## config.mk

```make
export PLATFORM = sky130hd
export DESIGN_NAME = cmcfg_regs
export DESIGN_NICKNAME = d
export VERILOG_FILES = /design/src/hw/cmcfg_pkg.sv /design/src/hw/cmcfg_regs.sv
export SDC_FILE = /design/constraint.sdc
export NUM_CORES = 1
export LEC_CHECK = 0
export BUFFER_PORTS_ARGS = -buffer_cell sky130_fd_sc_hd__buf_4
export CORE_AREA = 4 4 190 192
export CTS_CLUSTER_DIAMETER = 50
export CTS_CLUSTER_SIZE = 8
export DETAILED_ROUTE_END_ITERATION = 10
export DIE_AREA = 0 0 194 196
export MAX_ROUTING_LAYER = met4
export PLACE_DENSITY_LB_ADDON = 0.08
export SETUP_SLACK_MARGIN = 0.3
export SLEW_MARGIN = 10
export SYNTH_ARGS = -nofsm -noshare
export SYNTH_HDL_FRONTEND = slang
export SYNTH_SLANG_ARGS = --single-unit
```

## constraint.sdc

```tcl
create_clock -name core_clk -period 3.13 [get_ports core_clk]
set_input_delay 0.1565 -clock core_clk [delete_from_list [all_inputs] [get_ports core_clk]]
set_output_delay 0.1565 -clock core_clk [all_outputs]
set_load 0.02 [all_outputs]
```

## src/hw/cmcfg_pkg.sv

```systemverilog
package cmcfg_pkg;
   // indexed configuration space (8-bit index port)
   localparam logic [7:0] IDX_PERF_CTRL = 8'h20;
   localparam logic [7:0] IDX_SLAVE_BURST = 8'h41;
   localparam logic [7:0] IDX_SCRATCH_SIZE = 8'hB8;
   localparam logic [7:0] IDX_VIDEO_SMI = 8'hB9;
   localparam logic [7:0] IDX_WIN_SMI_B0 = 8'hBA;
   localparam logic [7:0] IDX_WIN_SMI_B3 = 8'hBD;
   // memory offsets from the module base
   localparam logic [15:0] OFS_REGION_MAP = 16'h8004;
   localparam logic [15:0] OFS_DISP_LO = 16'h8300;
   localparam logic [15:0] OFS_DISP_HI = 16'h830C;
   localparam logic [15:0] OFS_MEM_DRV_ONE = 16'h8400;
   localparam logic [15:0] OFS_MEM_DRV_TWO = 16'h8404;
   // reset values
   localparam logic [7:0] RST_PERF_CTRL = 8'h07;
   localparam logic [7:0] RST_SLAVE_BURST = 8'h00;
   localparam logic [7:0] RST_SCRATCH_SIZE = 8'h00;
   localparam logic [7:0] RST_VIDEO_SMI = 8'h00;
   localparam logic [31:0] RST_WIN_SMI = 32'h00000000;
   localparam logic [31:0] RST_REGION_MAP = 32'h00000000;
   localparam logic [31:0] RST_MEM_DRV_ONE = 32'h248C0040;
   localparam logic [31:0] RST_MEM_DRV_TWO = 32'h00000801;
   localparam logic [31:0] RST_DISP = 32'h00000000;
   // field positions
   localparam int MDATA_DRV_LSB = 30;
   localparam int ADDR_DRV_LSB = 27;
   localparam int CMD_DRV_LSB = 24;
   localparam int XBUS_RR_BIT = 3;
   localparam int SDCLK_DRV_LSB = 12;
   localparam int DISC_BOUND_BIT = 1;
   localparam int SCRATCH_LSB = 2;
   localparam int VID_WRITE_TRAP_BIT = 5;
   localparam int GFX_UPPER_BIT = 28;
   localparam int GFX_MID_BIT = 20;
   localparam int GFX_LOW_BIT = 4;
   localparam int IO_TRAP_LSB = 13;
   localparam int DISP_REGS = 4;

   typedef struct packed {
      logic [7:0] perfCtrl;
      logic [7:0] slaveBurst;
      logic [7:0] scratchSize;
      logic [7:0] videoSmi;
      logic [31:0] winSmi;
      logic [31:0] regionMap;
      logic [31:0] memDrvOne;
      logic [31:0] memDrvTwo;
      logic [DISP_REGS-1:0][31:0] disp;
      logic [7:0] cfgRdData;
      logic [31:0] memRdData;
   } cmcfg_state_t;

   typedef struct packed {
      logic [1:0] dataDrive;
      logic [1:0] addrDrive;
      logic [1:0] cmdDrive;
      logic [1:0] clockDrive;
      logic xbusRoundRobin;
      logic targetDisconnectEn;
      logic [1:0] scratchSize;
      logic videoWriteTrapEn;
      logic [2:0] videoRangeTrapEn;
      logic [31:0] windowTrapEn;
      logic [2:0] gfxRegionEn;
      logic [2:0] ioTrapEn;
   } cmcfg_ctrl_t;
endpackage

```

## src/hw/cmcfg_regs.sv

```systemverilog
// Notes on behaviour
// - data pin drive in bits 31:30
// - address/bank drive in bits 28:27
// - command/strobe/mask drive in bits 25:24
// - target disconnect boundary enable bit
module cmcfg_regs (
   // clock and control
   input wire logic core_clk,
   input wire logic reset,
   input wire logic clkEn,
   // indexed configuration port
   input wire logic cfgWrEn,
   input wire logic cfgRdEn,
   input wire logic [7:0] cfgIndex,
   input wire logic [7:0] cfgWrData,
   output logic [7:0] cfgRdData,
   // memory-mapped port, byte offset from module base
   input wire logic memWrEn,
   input wire logic memRdEn,
   input wire logic [15:0] memOffset,
   input wire logic [3:0] memByteEn,
   input wire logic [31:0] memWrData,
   output logic [31:0] memRdData,
   // decoded settings to the memory controller, bus unit and cache
   output cmcfg_pkg::cmcfg_ctrl_t ctrl
);
   cmcfg_pkg::cmcfg_state_t cur_ff;
   cmcfg_pkg::cmcfg_state_t nxt_cur;

   function automatic logic [31:0] merge(input logic [31:0] old, input logic [31:0] wd,
                                         input logic [3:0] be);
      logic [31:0] r;
      r = old;
      for (int i = 0; i < 4; i++) begin
         if (be[i]) begin
            r[i*8 +: 8] = wd[i*8 +: 8];
         end
      end
      return r;
   endfunction

   ////////////////////////////////////////////////////////////////////////////
   always_comb begin
      logic [1:0] dIdx;
      logic [1:0] wByte;
      dIdx = memOffset[3:2];
      wByte = cfgIndex[1:0] - cmcfg_pkg::IDX_WIN_SMI_B0[1:0];
      nxt_cur = cur_ff;
      // config writes
      if (cfgWrEn) begin
         case (cfgIndex)
            cmcfg_pkg::IDX_PERF_CTRL: nxt_cur.perfCtrl = cfgWrData;
            cmcfg_pkg::IDX_SLAVE_BURST: nxt_cur.slaveBurst = cfgWrData;
            cmcfg_pkg::IDX_SCRATCH_SIZE: nxt_cur.scratchSize = cfgWrData;
            cmcfg_pkg::IDX_VIDEO_SMI: nxt_cur.videoSmi = cfgWrData;
            default: begin
               // the 32-bit window register spans four consecutive indices
               if (cfgIndex >= cmcfg_pkg::IDX_WIN_SMI_B0 &&
                   cfgIndex <= cmcfg_pkg::IDX_WIN_SMI_B3) begin
                  nxt_cur.winSmi[wByte*8 +: 8] = cfgWrData;
               end
            end
         endcase
      end
      // config reads, registered
      if (cfgRdEn) begin
         case (cfgIndex)
            cmcfg_pkg::IDX_PERF_CTRL: nxt_cur.cfgRdData = cur_ff.perfCtrl;
            cmcfg_pkg::IDX_SLAVE_BURST: nxt_cur.cfgRdData = cur_ff.slaveBurst;
            cmcfg_pkg::IDX_SCRATCH_SIZE: nxt_cur.cfgRdData = cur_ff.scratchSize;
            cmcfg_pkg::IDX_VIDEO_SMI: nxt_cur.cfgRdData = cur_ff.videoSmi;
            default: begin
               if (cfgIndex >= cmcfg_pkg::IDX_WIN_SMI_B0 &&
                   cfgIndex <= cmcfg_pkg::IDX_WIN_SMI_B3) begin
                  nxt_cur.cfgRdData = cur_ff.winSmi[wByte*8 +: 8];
               end else begin
                  nxt_cur.cfgRdData = 8'h00;
               end
            end
         endcase
      end
      // memory writes, byte enables honoured
      if (memWrEn) begin
         if (memOffset == cmcfg_pkg::OFS_REGION_MAP) begin
            nxt_cur.regionMap = merge(cur_ff.regionMap, memWrData, memByteEn);
         end else if (memOffset == cmcfg_pkg::OFS_MEM_DRV_ONE) begin
            nxt_cur.memDrvOne = merge(cur_ff.memDrvOne, memWrData, memByteEn);
         end else if (memOffset == cmcfg_pkg::OFS_MEM_DRV_TWO) begin
            nxt_cur.memDrvTwo = merge(cur_ff.memDrvTwo, memWrData, memByteEn);
         end else if (memOffset >= cmcfg_pkg::OFS_DISP_LO &&
                      memOffset <= cmcfg_pkg::OFS_DISP_HI && memOffset[1:0] == 2'h0) begin
            nxt_cur.disp[dIdx] = merge(cur_ff.disp[dIdx], memWrData, memByteEn);
         end
      end
      // memory reads; unmapped offsets read zero
      if (memRdEn) begin
         if (memOffset == cmcfg_pkg::OFS_REGION_MAP) begin
            nxt_cur.memRdData = cur_ff.regionMap;
         end else if (memOffset == cmcfg_pkg::OFS_MEM_DRV_ONE) begin
            nxt_cur.memRdData = cur_ff.memDrvOne;
         end else if (memOffset == cmcfg_pkg::OFS_MEM_DRV_TWO) begin
            nxt_cur.memRdData = cur_ff.memDrvTwo;
         end else if (memOffset >= cmcfg_pkg::OFS_DISP_LO &&
                      memOffset <= cmcfg_pkg::OFS_DISP_HI && memOffset[1:0] == 2'h0) begin
            nxt_cur.memRdData = cur_ff.disp[dIdx];
         end else begin
            nxt_cur.memRdData = 32'h00000000;
         end
      end
   end

   ////////////////////////////////////////////////////////////////////////////
   always_ff @(posedge core_clk) begin
      if (reset) begin
         cur_ff.perfCtrl <= cmcfg_pkg::RST_PERF_CTRL;
         cur_ff.slaveBurst <= cmcfg_pkg::RST_SLAVE_BURST;
         cur_ff.scratchSize <= cmcfg_pkg::RST_SCRATCH_SIZE;
         cur_ff.videoSmi <= cmcfg_pkg::RST_VIDEO_SMI;
         cur_ff.winSmi <= cmcfg_pkg::RST_WIN_SMI;
         cur_ff.regionMap <= cmcfg_pkg::RST_REGION_MAP;
         cur_ff.memDrvOne <= cmcfg_pkg::RST_MEM_DRV_ONE;
         cur_ff.memDrvTwo <= cmcfg_pkg::RST_MEM_DRV_TWO;
         cur_ff.disp <= {cmcfg_pkg::DISP_REGS{cmcfg_pkg::RST_DISP}};
         cur_ff.cfgRdData <= 8'h00;
         cur_ff.memRdData <= 32'h00000000;
      end else if (clkEn) begin
         cur_ff <= nxt_cur;
      end
   end

   ////////////////////////////////////////////////////////////////////////////
   // plain decode; software is trusted to keep the mandatory values, so no
   // field is forced here and a wrong setting stays visible on read-back
   assign cfgRdData = cur_ff.cfgRdData;
   assign memRdData = cur_ff.memRdData;
   assign ctrl.dataDrive = cur_ff.memDrvOne[cmcfg_pkg::MDATA_DRV_LSB +: 2];
   assign ctrl.addrDrive = cur_ff.memDrvOne[cmcfg_pkg::ADDR_DRV_LSB +: 2];
   assign ctrl.cmdDrive = cur_ff.memDrvOne[cmcfg_pkg::CMD_DRV_LSB +: 2];
   assign ctrl.xbusRoundRobin = cur_ff.memDrvOne[cmcfg_pkg::XBUS_RR_BIT];
   assign ctrl.clockDrive = cur_ff.memDrvTwo[cmcfg_pkg::SDCLK_DRV_LSB +: 2];
   assign ctrl.targetDisconnectEn = cur_ff.slaveBurst[cmcfg_pkg::DISC_BOUND_BIT];
   assign ctrl.scratchSize = cur_ff.scratchSize[cmcfg_pkg::SCRATCH_LSB +: 2];
   assign ctrl.videoWriteTrapEn = cur_ff.perfCtrl[cmcfg_pkg::VID_WRITE_TRAP_BIT];
   assign ctrl.videoRangeTrapEn = cur_ff.videoSmi[2:0];
   assign ctrl.windowTrapEn = cur_ff.winSmi;
   assign ctrl.gfxRegionEn = {cur_ff.regionMap[cmcfg_pkg::GFX_UPPER_BIT],
                              cur_ff.regionMap[cmcfg_pkg::GFX_MID_BIT],
                              cur_ff.regionMap[cmcfg_pkg::GFX_LOW_BIT]};
   assign ctrl.ioTrapEn = cur_ff.regionMap[cmcfg_pkg::IO_TRAP_LSB +: 3];
endmodule // cmcfg_regs

```

==> results of run 1 <==
## cell usage in the layout, fill, tap and decap left out, types with 3 or more instances in the layout
master / count
a211o_1: 9
a21boi_0: 30
a21oi_1: 143
a22oi_1: 19
and2_1: 8
and3_1: 10
buf_12: 7
buf_4: 186
clkbuf_16: 51
clkinv_2: 3
dfxtp_1: 328
dlygate4sd3_1: 40
ha_1: 6
inv_1: 13
mux2i_1: 101
mux4_2: 40
nand2_1: 172
nand2b_1: 27
nand3_1: 17
nand3_2: 8
nand3b_1: 155
nor2_1: 113
nor2b_1: 3
nor3_1: 7
nor4_4: 4
o21ai_0: 185
o21ai_1: 5
o221ai_1: 8
o22a_1: 8
or2_2: 35
or3_1: 4
or4_1: 4
## how the worst max path moves through the flow
stage | startpoint | end | cells past startpoint
floorplan | cfgIndex[0] | ctrl[10]$_SDFFE_PP0P_ | 9
global placement | cfgIndex[0] | ctrl[6]$_SDFFE_PP0P_ | 8
detailed placement | cfgIndex[0] | ctrl[9]$_SDFFE_PP0P_ | 8
CTS | memOffset[1] | cur_ff[226]$_SDFFE_PP1P_ | 7
global route | cfgIndex[0] | ctrl[21]$_SDFFE_PP0P_ | 8
finish | memOffset[1] | cur_ff[226]$_SDFFE_PP1P_ | 7
## logic make-up (layout without fill, tap and decap cells)
group / Yosys count / in the layout
simple gates: 586 / 586
flops: 328 / 328
other cells: 0 / 1
buf+inv: 241 / 306
compound gates: 411 / 411
fa+ha+maj: 6 / 6
mux: 142 / 142
## per-layer routing
metal  routed length [um]  global-route usage, %  vias to the layer above
met5                    0                      -                        -
met1                20500                   31.6                     6010
met2                21100                   38.0                      327
li1                     -                      -                     6030
met4                  893                   5.08                        0
met3                 2370                   3.66                       76
## where the power goes
group / switching, mW / leakage, nW / internal [mW]
Sequential: 0.0156 / 2.65 / 4.21
Combinational: 0.374 / 3.59 / 0.261
Clock: 1.78 / 0.663 / 2.89
Total: 2.17 / 6.90 / 7.37
## sequential cells by signal (all words and copies together) (netlist names)
name / cells
cfgRdData: 8
ctrl: 54
cur_ff: 234
memRdData: 32
## per-stage QoR
stage	area, sq um	setup slack (ps)	util, %	power, mW
floorplan	15400	835	-	4.67
global placement	16300	537	47.4	4.90
detailed placement	16300	550	47.4	4.90
CTS	18000	1080	52.5	9.64
global route	18000	852	52.5	9.86
finish	18000	1030	52.5	9.54
## final cells by class
type	instances	area (sq um)
multi-input cells	1145	7560
flip-flops and latches	328	6570
inverters	13	48.8
well taps	455	569
repair buffers	234	1950
fillers	3176	16300
clock inverters	6	40.0
diodes	1	2.50
clock buffers	53	1300
==> flow_summary_export.csv, run 1 <==
group,metric,value,unit
grt,grt_pass1_vias,12200,
detailed_routing,wl,44900,um
timing,worstMarginPinSlew,1000,ps
synthesis,synth_xor_area_share,0,%
worst_setup_path,worst_r2r_endpoint,"cur_ff[106]$_SDFFE_PP0P_",
detailed_routing,vias,12400,
worst_setup_path,crit_family,"simple AND/OR/NAND/NOR gates",
clocking,cts_setup_buffers,0,
clocking,ctsResizeCount,0,
synthesis,synth_fp_nets,1795,
timing,layout_worst_path_cycle_share,67.2,%
placed_design,portBuffers,168,
timing,min_period,2100,ps
synthesis,netlist_area,15400,sq um
synthesis,yosys_warnings,0,
grt,track_usage,23.5,%
timing,setup_viol,0,
synthesis,syn_area_per_cell,8.97,sq um
clocking,cts_buffers,49,
floorplan,start_util,44.7,%
worst_setup_path,ff2ff_path_depth,4,
clocking,hold_buffers,40,
grt,antenna_found_initial,2,
power,power_leakage,6.90,nW
detailed_routing,viasPerCell,5.57,
power,vdd_ir_drop_max,0.339,mV
layout,synthToLayoutAreaGrowth,17.3,%
synthesis,ys_top_cells_by_area,"dfxtp_1 (43%), nand3b_1 (7.6%), mux2i_1 (6.6%)",
synthesis,synth_compound_area_share,14.8,%
timing,fmax,475,MHz
grt,grt_first_pass_wirelength,71100,um
min_path,hold_class,"input port to register",
placed_design,finalWeightedCongestion,0.885,
synthesis,synth_top_cell_area_share,42.7,%
timing,rsz0062_at_grt,"false",
synthesis,synth_cells,1714,
power,power_density,529,nW/um^2
run,drv_cap,0,
synthesis,yosys.cell_types.count,46,
placed_design,placed_cells,2135,
clocking,cts.sinks,328,
synthesis,yosys.area_share.simple,21.1,%
floorplan,die_y,196,um
clocking,cts-root-buf,"clkbuf_16",
detailed_routing,first_iter_violations,831,
worst_setup_path,cp_cell_sequence,"buf_4 > or4_1 > nor4_4 > buf_12 > nand3_2 > and2_1 > a211o_1",
synthesis,ys_async_sr_fraction,0,%
floorplan,ios,169,
grt,grt_overflow,0,
run_status,status,"complete, no violations",
grt,grt_max_degree,166,
synthesis,dominantRegCellSynth,"dfxtp_1",
timing,relSlewSlack,32.7,%
synthesis,synth_largest_area_cell,"dfxtp_1",
clocking,cts-htree-levels,2,
worst_setup_path,worstReg2RegStart,"cur_ff[138]$_SDFFE_PP0P_",
worst_setup_path,required,3550,ps
timing,fin_skew,13.2,ps
detailed_routing,dr.pass1.iters,5,
synthesis,synth_top_family_by_area,"simple AND/OR/NAND/NOR gates",
worst_setup_path,worstPathBufferInverterCount,2,
layout,final_nets,1852,
min_path,hold_depth,2,
clocking,insertion_delay,540,ps
detailed_routing,wl_per_cell,20.1,um
worst_setup_path,arrival,2530,ps
timing,finalHoldViolations,0,
synthesis,synthMostInstantiatedCell,"dfxtp_1",
layout,stdcell_count,2235,
worst_setup_path,worstSetupEndpointType,"register",
min_path,min_from,"reset",
floorplan,row_count,68,
timing,holdWs,158,ps
placed_design,dp_hpwl,28700,um
clocking,cts_tree,"done",
synthesis,yosysSeqAreaShare,42.7,%
worst_setup_path,cp_max_fo,40,
detailed_routing,ant_nets,0,
synthesis,synth_edf_count,0,
synthesis,synth_mux_area_share,12.5,%
layout,drive_above_1_share,19.7,%
worst_setup_path,slowest_delay,760,ps
floorplan,coreArea,34400,sq um
detailed_routing,remaining_drc_errors,0,
min_path,hold_end,"ctrl[5]$_SDFFE_PP0P_",
worst_setup_path,regToRegSetupSlack,1620,ps
worst_setup_path,crit_type,"input port to register",
worst_setup_path,cp-start-kind,"input port",
floorplan,die_w,194,um
synthesis,ys_ff_latch,328,
clocking,clockBufferDepth,3,
clocking,path_clk_slew,50,ps
timing,tns,0,ps
floorplan,design.die.area,38000,sq um
worst_setup_path,worst_path_max_delay_cell,"or4_1",
synthesis,synth_common_cells,"dfxtp_1 (328), o21ai_0 (185), nand2_1 (173), nand3b_1 (155), a21oi_1 (143)",
timing,drv_slew,0,
synthesis,synth_fa_ha_area_share,0.488,%
No activity file was read; power rests on OpenSTA's default activity.
==> run 2, diff against run 1 <==
clock period = 2.02 ns   (was 3.13 ns; I/O delays follow)
==> flow_summary_export.csv, run 2 (same netlist as run 1, synthesis figures left out) <==
group,metric,value,unit
layout,n_fill_cell,3118,
clocking,path_clk_slew,50,ps
layout,regMostFlops,"cur_ff",
timing,finalHoldViolations,0,
layout,fin_util,54.3,%
power,power_density,813,nW/um^2
floorplan,die_w,194,um
run,drv_cap,0,
min_path,hold_depth,2,
placed_design,finalWeightedCongestion,0.873,
detailed_routing,wl_per_cell,19.4,um
clocking,cts_setup_buffers,0,
floorplan,coreArea,34400,sq um
worst_setup_path,worst_r2r_endpoint,"cur_ff[133]$_SDFFE_PP0P_",
detailed_routing,remaining_drc_errors,0,
power,p_total,15.2,mW
layout,final_nets,1906,
layout,largest_register_ffs,234,
worst_setup_path,cp-start-kind,"input port",
grt,grt_max_degree,89,
layout,layout_common_cells,"dfxtp_1 (328), buf_4 (231), nand2_1 (170)",
placed_design,dp_hpwl,30100,um
timing,min_period,1560,ps
worst_setup_path,worstSetupEndpointType,"register",
worst_setup_path,worstReg2RegStart,"cur_ff[165]$_SDFFE_PP0P_",
timing,fmax,640,MHz
layout,diodes,0,
floorplan,die_y,196,um
clocking,cts_tree,"done",
placed_design,placed_cells,2188,
clocking,cts.sinks,328,
timing,layout_worst_path_cycle_share,77.4,%
grt,grt_pass1_vias,12500,
power,seq_power_share,43.1,%
timing,fin_skew,14.0,ps
detailed_routing,dr.pass1.iters,5,
worst_setup_path,arrival,1980,ps
clocking,insertion_delay,540,ps
worst_setup_path,cp_max_fo,40,
power,p_switching,3.43,mW
grt,antenna_found_initial,0,
worst_setup_path,regToRegSetupSlack,580,ps
power,pwr-share-comb,6.8,%
detailed_routing,ant_nets,0,
worst_setup_path,required,2430,ps
min_path,hold_class,"input port to register",
power,power_leakage,7.22,nW
detailed_routing,vias,12600,
min_path,hold_end,"ctrl[37]$_SDFFE_PP0P_",
power,netSwitchingFraction,22.5,%
detailed_routing,first_iter_violations,812,
floorplan,ios,169,
min_path,min_from,"reset",
placed_design,dpl_cell_area,16900,sq um
floorplan,row_count,68,
floorplan,design.die.area,38000,sq um
timing,relSlewSlack,57.0,%
layout,synthToLayoutAreaGrowth,21.5,%
clocking,cts_buffers,50,
placed_design,portBuffers,168,
timing,tns,0,ps
layout,stdcell_count,2293,
grt,grt_first_pass_wirelength,71200,um
worst_setup_path,crit_type,"input port to register",
worst_setup_path,ff2ff_path_depth,4,
timing,worstMarginPinSlew,644,ps
timing,rsz0062_at_grt,"false",
floorplan,start_util,44.7,%
power,vdd_ir_drop_max,0.517,mV
timing,drv_slew,0,
power,power.internal,11.8,mW
clocking,cts-htree-levels,2,
grt,grt_overflow,0,
run_status,status,"complete, no violations",
layout,postLayoutCellArea,18700,sq um
detailed_routing,viasPerCell,5.51,
timing,setup_viol,0,
power,power.share.clock,50.1,%
grt,track_usage,23.5,%
clocking,clockBufferDepth,3,
detailed_routing,wl,44500,um
clocking,cts-root-buf,"clkbuf_16",
layout,drive_above_1_share,22.7,%
layout,mostFrequentLayoutCell,"dfxtp_1",
-- run 2: cell types whose count changed in the layout (fill, tap and decap cells not counted), sizes merged --
cell	previous run	this run
clkbuf	53	58
buf	194	247
clkinv	4	3
bufinv	0	2
diode	1	0
-- run 2: worst max-delay path by stage --
stage	to	startpoint	cells past startpoint	slack, ps
after floorplan	cur_ff[100]$_SDFFE_PP0P_	memOffset[1]	7	50
after global placement	cur_ff[95]$_SDFFE_PP0P_	memOffset[1]	8	-50
after detailed placement	cur_ff[94]$_SDFFE_PP0P_	memOffset[1]	8	-70
after CTS	cur_ff[94]$_SDFFE_PP0P_	memOffset[1]	8	480
after global routing	cur_ff[193]$_SDFFE_PP0P_	memOffset[3]	8	350
final	cur_ff[94]$_SDFFE_PP0P_	memOffset[1]	8	460
-- run 2: routing by layer --
metal	routed length, um	track usage, %
met5	0	-
met2	21200	38.6
met4	854	5.65
met1	20200	31.0
met3	2270	3.31
-- run 2: cell type report --
class	instances	area (sq um)	area share, %
Multi-Input combinational cell	1145	7620	40.8
Sequential cell	328	6570	35.2
Timing Repair Buffer	287	2450	13.1
Clock buffer	58	1330	7.13
Tap cell	455	569	3.05
Clock inverter	7	91.3	0.489
Inverter	13	53.8	0.288
-- run 2: critical path, cell delays in order --
cell and delay, ps:
buf_4 110, or4_4 630, nor4_4 280, buf_4 210, nand4b_2 200, buf_12 240, nand3b_1 100, o21ai_0 80
-- run 2: power by group through the flow --
stage                     registers, mW  logic, mW  clock network [mW]
after floorplan                    6.66      0.589                   0
after global placement             6.68      0.959                   0
after detailed placement           6.68      0.961                   0
after CTS                          6.55       1.03                7.77
after global routing               6.54       1.10                8.05
final                              6.55       1.03                7.62
-- run 2: through the flow --
step / setup slack, ps / hold slack (ps)
after floorplan: 48.9 / 219
after global placement: -54.3 / 357
after detailed placement: -73.8 / 367
after CTS: 480 / 4.05
after global routing: 352 / 43.2
final: 457 / 11.4
-- run 2: what timing repair did --
action / in CTS / in global routing
hold buffers: 40 / 0
resized for setup: 0 / 0
endpoints found under the hold margin: 160 / 0
==> run 3, diff against run 2 <==
clock period = 1.45 ns   (was 2.02 ns; I/O delays follow)
==> flow_summary_export.csv, run 3 (same netlist as run 1, synthesis figures left out) <==
group,metric,value,unit
layout,drive_above_1_share,33.3,%
worst_setup_path,cp_max_fo,6,
grt,grt_pass1_vias,13100,
placed_design,dp_hpwl,30800,um
timing,setup_viol,27,
timing,finalWorstSetupSlack,-40.5,ps
floorplan,die_w,194,um
power,power_leakage,8.00,nW
timing,min_period,1490,ps
clocking,cts.sinks,328,
detailed_routing,dr.pass1.iters,5,
clocking,cts_tree,"done",
clocking,clockBufferDepth,3,
run_status,status,"finished, violations left",
layout,stdcell_count,2378,
detailed_routing,first_iter_violations,749,
grt,grt_first_pass_wirelength,75600,um
layout,regMostFlops,"cur_ff",
layout,diodes,0,
worst_setup_path,cp-start-kind,"input port",
floorplan,start_util,44.7,%
placed_design,finalWeightedCongestion,0.860,
floorplan,coreArea,34400,sq um
floorplan,ios,169,
worst_setup_path,required,1880,ps
timing,drv_slew,0,
grt,track_usage,25.1,%
clocking,cts-htree-levels,2,
timing,worstMarginPinSlew,569,ps
run_status,violations,"setup timing",
layout,layout_common_cells,"dfxtp_1 (326), buf_4 (270), nand3b_1 (155)",
detailed_routing,remaining_drc_errors,0,
layout,synthToLayoutAreaGrowth,32.7,%
timing,fin_skew,19.7,ps
timing,rsz0062_at_grt,"true",
worst_setup_path,crit_type,"input port to register",
placed_design,portBuffers,168,
worst_setup_path,arrival,1920,ps
floorplan,design.die.area,38000,sq um
detailed_routing,viasPerCell,5.53,
grt,grt_overflow,0,
min_path,hold_class,"input port to register",
clocking,cts_buffers,49,
timing,fmax,671,MHz
detailed_routing,ant_nets,0,
clocking,cts-root-buf,"clkbuf_16",
layout,postLayoutCellArea,20400,sq um
layout,mostFrequentLayoutCell,"dfxtp_1",
timing,layout_worst_path_cycle_share,103,%
layout,final_nets,1993,
timing,relSlewSlack,62.0,%
floorplan,die_y,196,um
clocking,path_clk_slew,50,ps
grt,grt_max_degree,104,
timing,finalHoldViolations,0,
power,vdd_ir_drop_max,0.847,mV
grt,antenna_found_initial,0,
floorplan,row_count,68,
detailed_routing,wl_per_cell,20.1,um
run,drv_cap,0,
clocking,insertion_delay,550,ps
detailed_routing,vias,13200,
power,power_density,1050,nW/um^2
worst_setup_path,worstSetupEndpointType,"register",
detailed_routing,wl,47700,um
layout,largest_register_ffs,234,
placed_design,placed_cells,2252,
placed_design,dpl_cell_area,17500,sq um
## run 3: power by group
part / switching, mW / leakage (nW) / internal, mW / total, mW
Clock: 3.91 / 0.694 / 6.73 / 10.6
Sequential: 0.0370 / 2.65 / 9.08 / 9.12
Combinational: 0.915 / 4.66 / 0.707 / 1.62
## run 3: final timing paths
check / slack, ps / end / from / depth (start not counted)
hold reg to reg: 450 / cur_ff[182]$_SDFFE_PP0P_ / cur_ff[182]$_SDFFE_PP0P_ / 2
hold / removal: 50 / cfgRdData[1]$_SDFFE_PP0P_ / cfgRdEn / 5
setup reg to reg: 80 / cur_ff[148]$_SDFFE_PP0P_ / cur_ff[148]$_SDFFE_PP0P_ / 4
setup / recovery: -40 / cur_ff[206]$_SDFFE_PP1P_ / memOffset[14] / 8
## run 3: per-stage QoR
step | utilization, % | setup TNS, ps | setup WS (ps) | hold WS (ps) | power (mW)
floorplan | - | -111500 | -493 | 190 | 10.1
global placement | 51.0 | -137600 | -592 | 327 | 10.8
detailed placement | 51.0 | -143650 | -613 | 333 | 10.8
CTS | 57.9 | 0 | 19.5 | 10.2 | 21.6
global route | 59.4 | -5390 | -106 | 48.8 | 22.1
finish | 59.4 | -436 | -40.5 | 46.0 | 21.4
## run 3: timing repair
item	in CTS	in global routing
gates cloned	5	2
setup endpoints to repair	302	358
pin swaps	87	52
setup buffers	11	6
hold buffers	40	0
endpoints found under the hold margin	160	0
gates resized for setup	121	127
## run 3: layout make-up
cell class,instances,area (sq um)
clock buffer,58,1340
clock inverter,4,76.3
fill,3017,14000
inverter,13,61.3
multi-input combinational,1145,8320
sequential,328,6570
tap,455,569
timing repair buffer,375,3460
## run 3: layer usage
| metal | global-route usage, % | share of wire, % | wire length, um |
|---|---|---|---|
| met2 | 40.3 | 47 | 22700 |
| met1 | 33.1 | 45 | 21500 |
| met5 | - | 0 | 0 |
| met4 | 7.73 | 2.9 | 1370 |
| met3 | 3.59 | 4.7 | 2220 |
## run 3: worst max-delay path, cell delays in order
cell     delay (ps)
buf_6            90
or4b_4          640
nor4_4          350
buf_4           200
buf_8           140
nand3_4          70
and2_4          140
a211o_1         210
